### src/design/drb_defines.svh
`ifndef DRB_DEFINES_SVH
`define DRB_DEFINES_SVH

// ----------------------------------------
// serial frame layout
// ----------------------------------------
`define DRB_RW_BIT 23
`define DRB_DEV_HI 22
`define DRB_DEV_LO 21
`define DRB_IDX_MSB 20
`define DRB_IDX_LSB 16
`define DRB_FRAME_BITS 6'h18
`define DRB_FRAME_BITS_PEC 6'h20
`define DRB_CNT_MAX 6'h3f

// ----------------------------------------
// register indices
// ----------------------------------------
`define DRB_N_REGS 27
`define DRB_IDX_SLEW_FIRST 5'h14
`define DRB_IDX_SLEW_LAST 5'h17
`define DRB_IDX_STATUS 5'h18
`define DRB_IDX_MAIN 5'h19
`define DRB_IDX_LAST 5'h1a
`define DRB_IDX_SOFT 5'h1d

// ----------------------------------------
// fields, masks and crc polynomial
// ----------------------------------------
`define DRB_MAIN_PEC_BIT 2
`define DRB_MAIN_SOW_BIT 3
`define DRB_SOFT_TOGGLE_BIT 12
`define DRB_SLEW_EN_BIT 12
`define DRB_SLEW_FIX_MSB 15
`define DRB_SLEW_FIX_LSB 13
`define DRB_SLEW_KEEP 16'h107f
`define DRB_ST_BOOST_LSB 12
`define DRB_ST_TOGGLE 11
`define DRB_ST_CRC 10
`define DRB_ST_RAMP 9
`define DRB_ST_OTEMP 8
`define DRB_ST_VOUT_LSB 4
`define DRB_ST_IOUT_LSB 0
`define DRB_CRC_POLY 8'h07

// ----------------------------------------
// host port map and timing
// ----------------------------------------
`define DRB_H_FRAME_LO 4'h0
`define DRB_H_FRAME_HI 4'h1
`define DRB_H_CTRL 4'h2
`define DRB_H_STAT 4'h3
`define DRB_H_RX_LO 4'h4
`define DRB_H_RX_HI 4'h5
`define DRB_CLK_NS 50
`define DRB_SCLK_HALF_NS 400
`define DRB_SCLK_HALF 4'((`DRB_SCLK_HALF_NS + `DRB_CLK_NS - 1) / `DRB_CLK_NS)

`endif

### src/design/drb_pkg.sv
package drb_pkg;
  `include "drb_defines.svh"

  typedef enum logic [2:0] {
    DRB_IDLE,
    DRB_LEAD,
    DRB_HIGH,
    DRB_LOW,
    DRB_TAIL,
    DRB_GAP
  } drb_host_state_t;

  typedef struct packed {
    logic [1:0] sclk_s;
    logic [1:0] sync_s;
    logic [1:0] sdin_s;
    logic sclk_p;
    logic sync_p;
    logic [31:0] rx;
    logic [5:0] cnt;
    logic [31:0] tx;
    logic sdo;
    logic rd_pend;
    logic [4:0] rd_idx;
    logic crc_err;
    logic toggle;
    logic fault_n;
    logic [15:0] status;
    logic [`DRB_N_REGS-1:0][15:0] regs;
  } drb_dev_st_t;

  typedef struct packed {
    drb_host_state_t st;
    logic [3:0] div;
    logic [5:0] bitcnt;
    logic [31:0] tx;
    logic [31:0] rx;
    logic [15:0] flo;
    logic [7:0] fhi;
    logic pec;
    logic sclk;
    logic sync_n;
    logic sdin;
    logic [1:0] sdo_s;
    logic [15:0] rdata;
  } drb_host_st_t;

  // crc-8, polynomial x^8+x^2+x+1, msb first
  function automatic logic [7:0] drb_crc8(input logic [23:0] w);
    logic [7:0] c;
    logic fb;
    c = 8'h00;
    for (int i = 23; i >= 0; i--) begin
      fb = c[7] ^ w[i];
      c = {c[6:0], 1'b0} ^ (fb ? `DRB_CRC_POLY : 8'h00);
    end
    return c;
  endfunction : drb_crc8
endpackage : drb_pkg

### src/design/drb_link_if.sv
`timescale 1ns/100ps
interface drb_link_if;
  logic sclk;
  logic sync_n;
  logic sdin;
  logic sdo;

  modport host (
    output sclk,
    output sync_n,
    output sdin,
    input sdo
  );

  modport dev (
    input sclk,
    input sync_n,
    input sdin,
    output sdo
  );
endinterface : drb_link_if

### src/design/drb_dev.sv
`timescale 1ns/100ps
`include "drb_defines.svh"
// Contract
// host reads gain A of device 1 with 0xA80000
// after a read, next frame read or nop
// next transfer shifts selected register out
// slew write needs 000 on top bits
// read flag, device address, register index
// indices 0-7 data and control registers
// indices 8-15 gain and offset registers
// indices 16-23 clear code and slew
// 24 status, 25 main, 26 converter control
// status register cannot be written
// ramp flag D9, toggle flag D11
// status-on-write shifts status every write
// otherwise status only through readback
// boost, crc, temperature and fault bit layout
// current mode boost failure also flags current fault
// voltage mode boost failure sets boost flag
// boost flags leave fault pin alone; code pulls it low for current-mode channels through the current fault
// toggle flag follows software register write
// readback is eight filler bits, sixteen data
// with crc, readback grows to 32 bits
// crc flag marks last word failed check
// ramp flag set while any channel slews; code counts only channels whose slew enable bit D12 is set
// unused indices read back as zero
module drb_dev #(
  parameter logic [1:0] DEV_ADDR = 2'h1
) (
  input wire logic core_clk,
  input wire logic reset,
  drb_link_if.dev link,
  input wire logic boost_flag_ch_a,
  input wire logic boost_flag_ch_b,
  input wire logic boost_flag_ch_c,
  input wire logic boost_flag_ch_d,
  input wire logic [3:0] current_mode,
  input wire logic [3:0] vout_fault,
  input wire logic [3:0] iout_fault,
  input wire logic over_temp,
  input wire logic [3:0] slewing,
  output logic fault_n,
  output logic [15:0] status
);

  // ----------------------------------------
  // state
  // ----------------------------------------
  localparam drb_pkg::drb_dev_st_t DEV_RST = '{
    sync_s: 2'h3,
    sync_p: 1'b1,
    fault_n: 1'b1,
    default: '0
  };

  drb_pkg::drb_dev_st_t q;
  drb_pkg::drb_dev_st_t d;

  function automatic logic is_slew(input logic [4:0] idx);
    return idx >= `DRB_IDX_SLEW_FIRST && idx <= `DRB_IDX_SLEW_LAST;
  endfunction : is_slew

  // ----------------------------------------
  // next state
  // ----------------------------------------
  always_comb begin
    logic pec;
    logic [5:0] nbits;
    logic start;
    logic stop;
    logic rise;
    logic fall;
    logic [23:0] word;
    logic [4:0] idx;
    logic [15:0] wdat;
    logic [15:0] payload;
    logic crc_ok;
    logic [3:0] boost;
    logic [3:0] iout_eff;
    logic ramp;
    logic [15:0] st;
    pec = 1'b0;
    nbits = 6'h00;
    start = 1'b0;
    stop = 1'b0;
    rise = 1'b0;
    fall = 1'b0;
    word = 24'h000000;
    idx = 5'h00;
    wdat = 16'h0000;
    payload = 16'h0000;
    crc_ok = 1'b0;
    boost = 4'h0;
    iout_eff = 4'h0;
    ramp = 1'b0;
    st = 16'h0000;
    d = q;

    // first stage of each synchroniser feeds only the second
    d.sclk_s = {q.sclk_s[0], link.sclk};
    d.sync_s = {q.sync_s[0], link.sync_n};
    d.sdin_s = {q.sdin_s[0], link.sdin};
    d.sclk_p = q.sclk_s[1];
    d.sync_p = q.sync_s[1];

    pec = q.regs[`DRB_IDX_MAIN][`DRB_MAIN_PEC_BIT];
    nbits = pec ? `DRB_FRAME_BITS_PEC : `DRB_FRAME_BITS;
    start = q.sync_p & ~q.sync_s[1];
    stop = ~q.sync_p & q.sync_s[1];
    rise = ~q.sync_s[1] & ~q.sclk_p & q.sclk_s[1];
    fall = ~q.sync_s[1] & q.sclk_p & ~q.sclk_s[1];
    word = pec ? q.rx[31:8] : q.rx[23:0];
    idx = word[`DRB_IDX_MSB:`DRB_IDX_LSB];
    wdat = word[15:0];

    // ----------------------------------------
    // frame start: choose what goes out on sdo
    // ----------------------------------------
    if (start) begin
      if (q.rd_pend) begin
        if (q.rd_idx == `DRB_IDX_STATUS) begin
          payload = q.status;
        end else if (q.rd_idx > `DRB_IDX_LAST) begin
          payload = 16'h0000;
        end else begin
          payload = q.regs[q.rd_idx];
        end
      end else if (q.regs[`DRB_IDX_MAIN][`DRB_MAIN_SOW_BIT]) begin
        payload = q.status;
      end
      // filler byte first, data, then crc or padding
      d.tx = {8'h00, payload, pec ? drb_pkg::drb_crc8({8'h00, payload}) : 8'h00};
      d.cnt = 6'h00;
      d.rd_pend = 1'b0;
      d.sdo = 1'b0;
    end

    // sdo changes on rising sclk, host samples on falling
    if (rise) begin
      d.sdo = q.tx[31];
      d.tx = {q.tx[30:0], 1'b0};
    end

    if (fall && q.cnt != `DRB_CNT_MAX) begin
      d.rx = {q.rx[30:0], q.sdin_s[1]};
      d.cnt = q.cnt + 6'h01;
    end

    // ----------------------------------------
    // frame end: check and decode
    // ----------------------------------------
    // a frame of the wrong length is dropped whole
    if (stop && q.cnt == nbits) begin
      crc_ok = !pec || drb_pkg::drb_crc8(q.rx[31:8]) == q.rx[7:0];
      d.crc_err = ~crc_ok;
      if (crc_ok && word[`DRB_DEV_HI:`DRB_DEV_LO] == DEV_ADDR) begin
        if (word[`DRB_RW_BIT]) begin
          d.rd_pend = 1'b1;
          d.rd_idx = idx;
        end else if (idx == `DRB_IDX_SOFT) begin
          d.toggle = wdat[`DRB_SOFT_TOGGLE_BIT];
        end else if (idx <= `DRB_IDX_LAST && idx != `DRB_IDX_STATUS) begin
          if (!is_slew(idx)) begin
            d.regs[idx] = wdat;
          end else if (wdat[`DRB_SLEW_FIX_MSB:`DRB_SLEW_FIX_LSB] == 3'h0) begin
            d.regs[idx] = wdat & `DRB_SLEW_KEEP;
          end
        end
      end
    end

    // ----------------------------------------
    // status register
    // ----------------------------------------
    boost = {boost_flag_ch_d, boost_flag_ch_c, boost_flag_ch_b, boost_flag_ch_a};
    // a current-mode converter out of compliance is a current fault too
    iout_eff = iout_fault | (boost & current_mode);
    for (int i = 0; i < 4; i++) begin
      ramp = ramp | (slewing[i] & q.regs[32'(`DRB_IDX_SLEW_FIRST) + i][`DRB_SLEW_EN_BIT]);
    end
    st[`DRB_ST_BOOST_LSB +: 4] = boost;
    st[`DRB_ST_TOGGLE] = q.toggle;
    st[`DRB_ST_CRC] = q.crc_err;
    st[`DRB_ST_RAMP] = ramp;
    st[`DRB_ST_OTEMP] = over_temp;
    st[`DRB_ST_VOUT_LSB +: 4] = vout_fault;
    st[`DRB_ST_IOUT_LSB +: 4] = iout_eff;
    d.status = st;
    // converter flags reach the shared fault pin only as current faults of current-mode channels
    d.fault_n = ~(|vout_fault | |iout_eff | over_temp);
  end

  // ----------------------------------------
  // registers
  // ----------------------------------------
  always_ff @(posedge core_clk or posedge reset) begin
    if (reset) begin
      q <= DEV_RST;
    end else begin
      q <= d;
    end
  end

  assign link.sdo = q.sdo;
  assign fault_n = q.fault_n;
  assign status = q.status;

endmodule : drb_dev

### src/flat_wrapper.sv
// flat-port wrapper written by rule: the top's interface ports become plain ports
module drb_dev_flat 
#(
  parameter logic [1:0] DEV_ADDR = 2'h1
)
  (core_clk, reset, boost_flag_ch_a, boost_flag_ch_b, boost_flag_ch_c, boost_flag_ch_d, current_mode, vout_fault, iout_fault, over_temp, slewing, fault_n, status, link_sclk, link_sync_n, link_sdin, link_sdo);
  drb_link_if link_i ();
  input wire logic core_clk;
  input wire logic reset;
  input wire logic boost_flag_ch_a;
  input wire logic boost_flag_ch_b;
  input wire logic boost_flag_ch_c;
  input wire logic boost_flag_ch_d;
  input wire logic [3:0] current_mode;
  input wire logic [3:0] vout_fault;
  input wire logic [3:0] iout_fault;
  input wire logic over_temp;
  input wire logic [3:0] slewing;
  output logic fault_n;
  output logic [15:0] status;
  input wire logic [$bits(link_i.sclk)-1:0] link_sclk;
  input wire logic [$bits(link_i.sync_n)-1:0] link_sync_n;
  input wire logic [$bits(link_i.sdin)-1:0] link_sdin;
  output wire logic [$bits(link_i.sdo)-1:0] link_sdo;
  assign link_i.sclk = link_sclk;
  assign link_i.sync_n = link_sync_n;
  assign link_i.sdin = link_sdin;
  assign link_sdo = link_i.sdo;
  drb_dev #(.DEV_ADDR(DEV_ADDR)) u_core (.core_clk(core_clk), .reset(reset), .link(link_i), .boost_flag_ch_a(boost_flag_ch_a), .boost_flag_ch_b(boost_flag_ch_b), .boost_flag_ch_c(boost_flag_ch_c), .boost_flag_ch_d(boost_flag_ch_d), .current_mode(current_mode), .vout_fault(vout_fault), .iout_fault(iout_fault), .over_temp(over_temp), .slewing(slewing), .fault_n(fault_n), .status(status));
endmodule
### config.mk
export PLATFORM = sky130hd
export DESIGN_NAME = drb_dev_flat
export DESIGN_NICKNAME = d
export VERILOG_FILES = /design/src/design/drb_pkg.sv /design/src/design/drb_link_if.sv /design/src/design/drb_dev.sv /design/src/flat_wrapper.sv
export VERILOG_INCLUDE_DIRS = /design/src /design/src/design
export SDC_FILE = /design/constraint.sdc
export NUM_CORES = 1
export LEC_CHECK = 0
export ABC_AREA = 1
export BUFFER_PORTS_ARGS = -buffer_cell sky130_fd_sc_hd__buf_4
export CAP_MARGIN = 10
export CORE_UTILIZATION = 41
export DETAILED_ROUTE_END_ITERATION = 8
export PLACE_DENSITY = 0.52
export SYNTH_ARGS = -nofsm -noshare
export SYNTH_HDL_FRONTEND = slang
export SYNTH_SLANG_ARGS = --single-unit
### constraint.sdc
create_clock -name core_clk -period 24.3 [get_ports core_clk]
set_input_delay 0 -clock core_clk [delete_from_list [all_inputs] [get_ports core_clk]]
set_output_delay 0 -clock core_clk [all_outputs]
set_load 0.005 [all_outputs]
After elaboration in Yosys (flattened, before gate mapping)
Cells that the tools add are included.
{"block": "op_classes", "n_mux": 65, "n_eq_ne": 8, "n_addsub": 1, "reduce_logical": 16, "order_cmp": 7, "bitwise_logic": 101}
{"cell": "$bwmux 432", "count": 2}
{"cell": "$mux 432", "count": 2}
{"cell": "$xor 8x8->8", "count": 38}
{"cell": "$mux 3", "count": 40}
{"cell": "$mux 16", "count": 7}
{"cell": "$bmux 16 s5", "count": 1}
{"cell": "$demux 16 s5", "count": 1}
{"cell": "$mux 40", "count": 1}
{"cell": "$xor 1x1->1", "count": 36}
{"cell": "$mux 33", "count": 1}
{"cell": "$mux 24", "count": 1}
{"cell": "$mux 6", "count": 4}
{"cell": "$mux 8", "count": 2}
{"cell": "$lt 5x6->1 const B", "count": 2}
{"cell": "$and 1x1->1", "count": 10}
{"cell": "$eq 5x5->1 const B", "count": 2}
{"cell": "$le 5x5->1 const B", "count": 2}
{"cell": "$eq 8x8->1", "count": 1}
{"cell": "$not 1->1", "count": 8}
{"cell": "$reduce_or 4->1", "count": 2}
{"cell": "$add 6x1->6 const B", "count": 1}
{"cell": "$eq 6x6->1", "count": 1}
{"cell": "$logic_and 1x1->1", "count": 6}
{"cell": "$ne 6x6->1 const B", "count": 1}
{"cell": "18 further kinds", "count": 26}
{"block": "totals", "out_inout_bits": 18, "input_bits": 26, "elab_cells": 240, "register_bits": 536}

Longest topological paths before layout
{"block": "logic_depth", "ltp_word": 74, "ltp_mapped": 30, "ltp_nobuf": 28}

Worst setup path before layout
No wires, ideal clock.
{"block": "synth_timing", "path_type": "register to register", "from": "register u_core.q[527] (netlist bit)", "to": "register with a tool-made name", "n_path_buf": 4, "synth_period_minus_slack_ps": 2793, "arrival_time_ps": 2672, "setup_ps": 122, "path_slack_ps": 21507, "stages_incl_launch_ff": 26, "t_required_ps": 24178, "path_cell_list": "dfrtp_1 buf_4 inv_4 nand2_2 nand2_1 xor2_1 nand3_1 nand2_2 nand2_2 nand2_2 nand2_2 nand2_2 nand2_1 nand3_1 nand2_1 nand2_1 nand2_1 nor2_1 nand2_1 nand2_4 nand4_2 buf_6 buf_6 buf_6 o21bai_1 nand2_1"}
{"item": "start, declared", "line_no": "drb_dev.sv:56", "rtl": "drb_pkg::drb_dev_st_t q;"}
{"item": "start signal, assigned", "line_no": "drb_dev.sv:198", "rtl": "q <= DEV_RST;"}
{"item": "start signal, assigned", "line_no": "drb_dev.sv:200", "rtl": "q <= d;"}

==> results.yml <==
outcome:
  run_status: "complete, no violations"
layout:
  fin_nets: 4028
  fillerInstances: 7602
  n_antenna_cell: 0
  drive_above_1_share_pct: 7.98
  layout_commonest_cell: "sky130_fd_sc_hd__nand2_1"
  post-route-util_pct: 45.3
  layout-area-overhead-vs-synth_pct: 9.17
  layout_common_cells: "1053 x sky130_fd_sc_hd__nand2_1, 559 x sky130_fd_sc_hd__inv_1, 546 x sky130_fd_sc_hd__nand3_1, 529 x sky130_fd_sc_hd__dfrtp_1, 343 x sky130_fd_sc_hd__o21bai_1"
  multi_input_gate_area_um2: 13600
  cell_area_after_layout_um2: 33800
  final_non_filler_cells: 5017
  register_area_um2: 13400
setup_path:
  end_kind: "flip-flop"
  cp_data_arrival_time_ns: 6.00
  cp_max_fo: 80
  timing.critical_path.from_type: "flip-flop"
  cp_data_required_time_ns: 24.81
  path_class: "reg -> reg"
global_routing:
  grt.total_usage_pct: 26.8
  grt_max_degree: 187
  first_global_vias: 25797
  grt_first_pass_wirelength_mm: 159
  antenna_violations_before_repair: 1
  globalRoute.totalOverflow: 0
drt:
  post_drt_via_cell_ratio: 5.29
  drtPass1Iterations: 7
  routedWlPerCell_um: 20.4
  final_antenna_net_count: 0
  route.detailed.drc: 0
  wirelength_mm: 102
  route.vias.total: 26516
  detailedRoute.firstIterationViolations: 2362
sta:
  clock_skew_ns: 0.0164
  finalCritPeriodShare_pct: 22.6
  timing.final.hold_violations: 0
  totalNegativeSetupSlack_ns: 0
  fmaxAchievable_mhz: 182
  min_period_ns: 5.49
  grt_setup_unrepaired: "no"
  report.final.slew_viol_count: 0
  finalSetupViolCount: 0
  worst_slew_pin_slew_ns: 1.11
  slew_headroom_pct: 25.6
synthesis:
  ys_warn_count: 0
  postSynthAreaPerCell_um2: 7.54
  synth-main-ff-cell: "sky130_fd_sc_hd__dfrtp_1"
  syn_nets: 4126
  netlist_instances: 4098
  synth_register_bits: 536
  post-synth-top-area-fraction_pct: 43.1
  netlist_area_um2: 30900
  number_of_flops_mapped_to_enable_cells_by_yosys: 0
  yosys.area.top_type: "sky130_fd_sc_hd__dfrtp_1"
  synth.area.top_cells: "sky130_fd_sc_hd__dfrtp_1 43%, sky130_fd_sc_hd__nand2_1 13%, sky130_fd_sc_hd__nand3_1 8.8%"
  yosysSeqAreaShare_pct: 43.4
  synth_async_reset_ratio_pct: 100
  netlist-cell-type-count: 43
floorplanning:
  floorplan.die_area_um2: 76500
  area_of_the_placeable_core_um2: 74600
  dieHeight_um: 277
  ios: 44
  rows: 100
  initial_cell_density_of_the_core_pct: 41.5
  die_x_um: 277
hold_path:
  hold_path_class: "in -> reg"
power_and_ir_drop:
  vdd_ir_drop_max_uv: 39.7
  total_switching_power_mw: 0.499
  power_density_nw_per_um2: 60.0
  power_report.internal_total_mw: 1.53
  fin_total_pwr_mw: 2.03
  combinationalPowerShare_pct: 5.5
  power.share.switching_pct: 24.6
  leakage_nw: 16.3
  seqPwrFrac_pct: 44.7
  share_clk_of_total_power_pct: 49.8
placement:
  gp_routability_congestion: 0.858
  dpl_cell_area_um2: 31300
  dp.cells: 4876
  io_buffers: 43
  place_hpwl_mm: 60.2
clocking:
  htree_levels: 3
  ctsRootBufferMaster: "sky130_fd_sc_hd__clkbuf_16"
  ctsLongestPathBuffers: 3
  cts-buffers-inserted: 67
  post_cts_resized: 0
  clk_transition_reported_paths_ns: 0.06
  clock_sink_count: 536
  clock_latency_at_the_later_pin_of_the_worst_skew_pair_ns: 0.62
  tritoncts: "done"
  cts.repair_timing.setup_buffer_count: 0
  ctsHoldBuffers: 24
run:
  timing.max_cap.violations: 0
## logic make-up after synthesis
group | count (synthesis) | synth area share, %
fa+ha+maj | 2 | 0.0809
simple gates | 1795 | 24.6
buf+inv | 888 | 13.1
flops | 536 | 43.4
compound gates | 861 | 18.4
xor+xnor | 16 | 0.478
## metal layers
layer | routed length [um] | track usage (%) | up-vias
li1 | - | - | 12903
met1 | 47200 | 38.1 | 12802
met2 | 46800 | 42.4 | 662
met3 | 5460 | 3.53 | 149
met4 | 2740 | 7.94 | 0
met5 | 0 | 0 | -
## metrics by stage
stage	hold slack [ns]	setup slack, ns
2_1_floorplan	0.00448	9.33
3_3_place_gp	0.109	18.94
3_5_place_dp	0.114	18.87
4_1_cts	0.0155	18.84
5_1_grt	0.0293	18.30
6_report	0.0460	18.81
## synth_stat cells (6+ instances only)
cell type,number
sky130_fd_sc_hd__nand2_1,1053
sky130_fd_sc_hd__inv_1,561
sky130_fd_sc_hd__nand3_1,546
sky130_fd_sc_hd__dfrtp_1,532
sky130_fd_sc_hd__o21bai_1,343
sky130_fd_sc_hd__o21ai_0,203
sky130_fd_sc_hd__a21oi_1,157
sky130_fd_sc_hd__clkbuf_1,152
sky130_fd_sc_hd__nor2_1,145
sky130_fd_sc_hd__buf_6,78
sky130_fd_sc_hd__o211ai_1,72
sky130_fd_sc_hd__o21bai_2,43
sky130_fd_sc_hd__buf_2,40
sky130_fd_sc_hd__buf_4,19
sky130_fd_sc_hd__o22ai_1,18
sky130_fd_sc_hd__inv_2,15
sky130_fd_sc_hd__nor3_1,15
sky130_fd_sc_hd__buf_1,13
sky130_fd_sc_hd__nand2_2,12
sky130_fd_sc_hd__clkinv_1,9
sky130_fd_sc_hd__nand4_1,9
sky130_fd_sc_hd__o21ai_1,9
sky130_fd_sc_hd__xor2_1,9
sky130_fd_sc_hd__a21o_1,6
sky130_fd_sc_hd__xnor2_1,6
## worst paths after layout
kind | from | end | slack, ns | depth (start not counted)
setup / recovery | u_core.q[524]$_DFFE_PP0P_ | flip-flop | 18.81 | 26
hold / removal | link_sdin | u_core.d[531]$_DFF_PP0_ | 0.05 | 2
setup reg to reg | u_core.q[524]$_DFFE_PP0P_ | flip-flop | 18.81 | 26
hold reg to reg | u_core.d[535]$_DFF_PP0_ | u_core.d[529]$_DFF_PP0_ | 0.35 | 0
max in group asynchronous | reset | asynchronous set/reset pin | 21.95 | 5
min in group asynchronous | reset | u_core.q[222]$_DFFE_PP0P_ | 0.06 | 3
## power groups by stage
stage / combinational [mW] / sequential (mW) / clock, mW
2_1_floorplan: 0.0559 / 0.920 / 0
3_3_place_gp: 0.110 / 0.921 / 0
3_5_place_dp: 0.110 / 0.921 / 0
4_1_cts: 0.113 / 0.905 / 1.03
5_1_grt: 0.120 / 0.905 / 1.06
6_report: 0.111 / 0.905 / 1.01
## layout make-up
cell class                      count  area share [%]
Inverter                          586            6.55
Clock inverter                     11           0.248
Tap cell                          969            3.59
Sequential cell                   536            39.8
Multi-Input combinational cell   2674            40.3
Timing Repair Buffer              135            3.25
Clock buffer                      106            6.25
## critical path, cell delays in order (launching register included)
cell                      delay (ns)
sky130_fd_sc_hd__dfrtp_1        0.58
sky130_fd_sc_hd__inv_2          0.13
sky130_fd_sc_hd__nand2_1        0.09
sky130_fd_sc_hd__nand2_1        0.10
sky130_fd_sc_hd__nand2_1        0.10
sky130_fd_sc_hd__nand3_1        0.09
sky130_fd_sc_hd__nand2_1        0.12
sky130_fd_sc_hd__nand2_1        0.13
sky130_fd_sc_hd__nand2_1        0.14
sky130_fd_sc_hd__nand2_2        0.08
sky130_fd_sc_hd__nand2_1        0.08
sky130_fd_sc_hd__nand2_1        0.05
sky130_fd_sc_hd__nand2_1        0.13
sky130_fd_sc_hd__inv_2          0.06
sky130_fd_sc_hd__nand2_1        0.05
sky130_fd_sc_hd__nand2_1        0.06
sky130_fd_sc_hd__a21oi_1        0.13
sky130_fd_sc_hd__nand2_1        0.07
sky130_fd_sc_hd__nor2_1         0.09
sky130_fd_sc_hd__nand2_1        0.10
sky130_fd_sc_hd__nand2_4        0.11
sky130_fd_sc_hd__nand3_4        0.10
sky130_fd_sc_hd__nor2_8         0.71
sky130_fd_sc_hd__buf_4          0.80
sky130_fd_sc_hd__buf_4          0.84
sky130_fd_sc_hd__nand3_1        0.16
sky130_fd_sc_hd__nand2_1        0.24
Note: power is estimated with default switching activity, not from simulation.
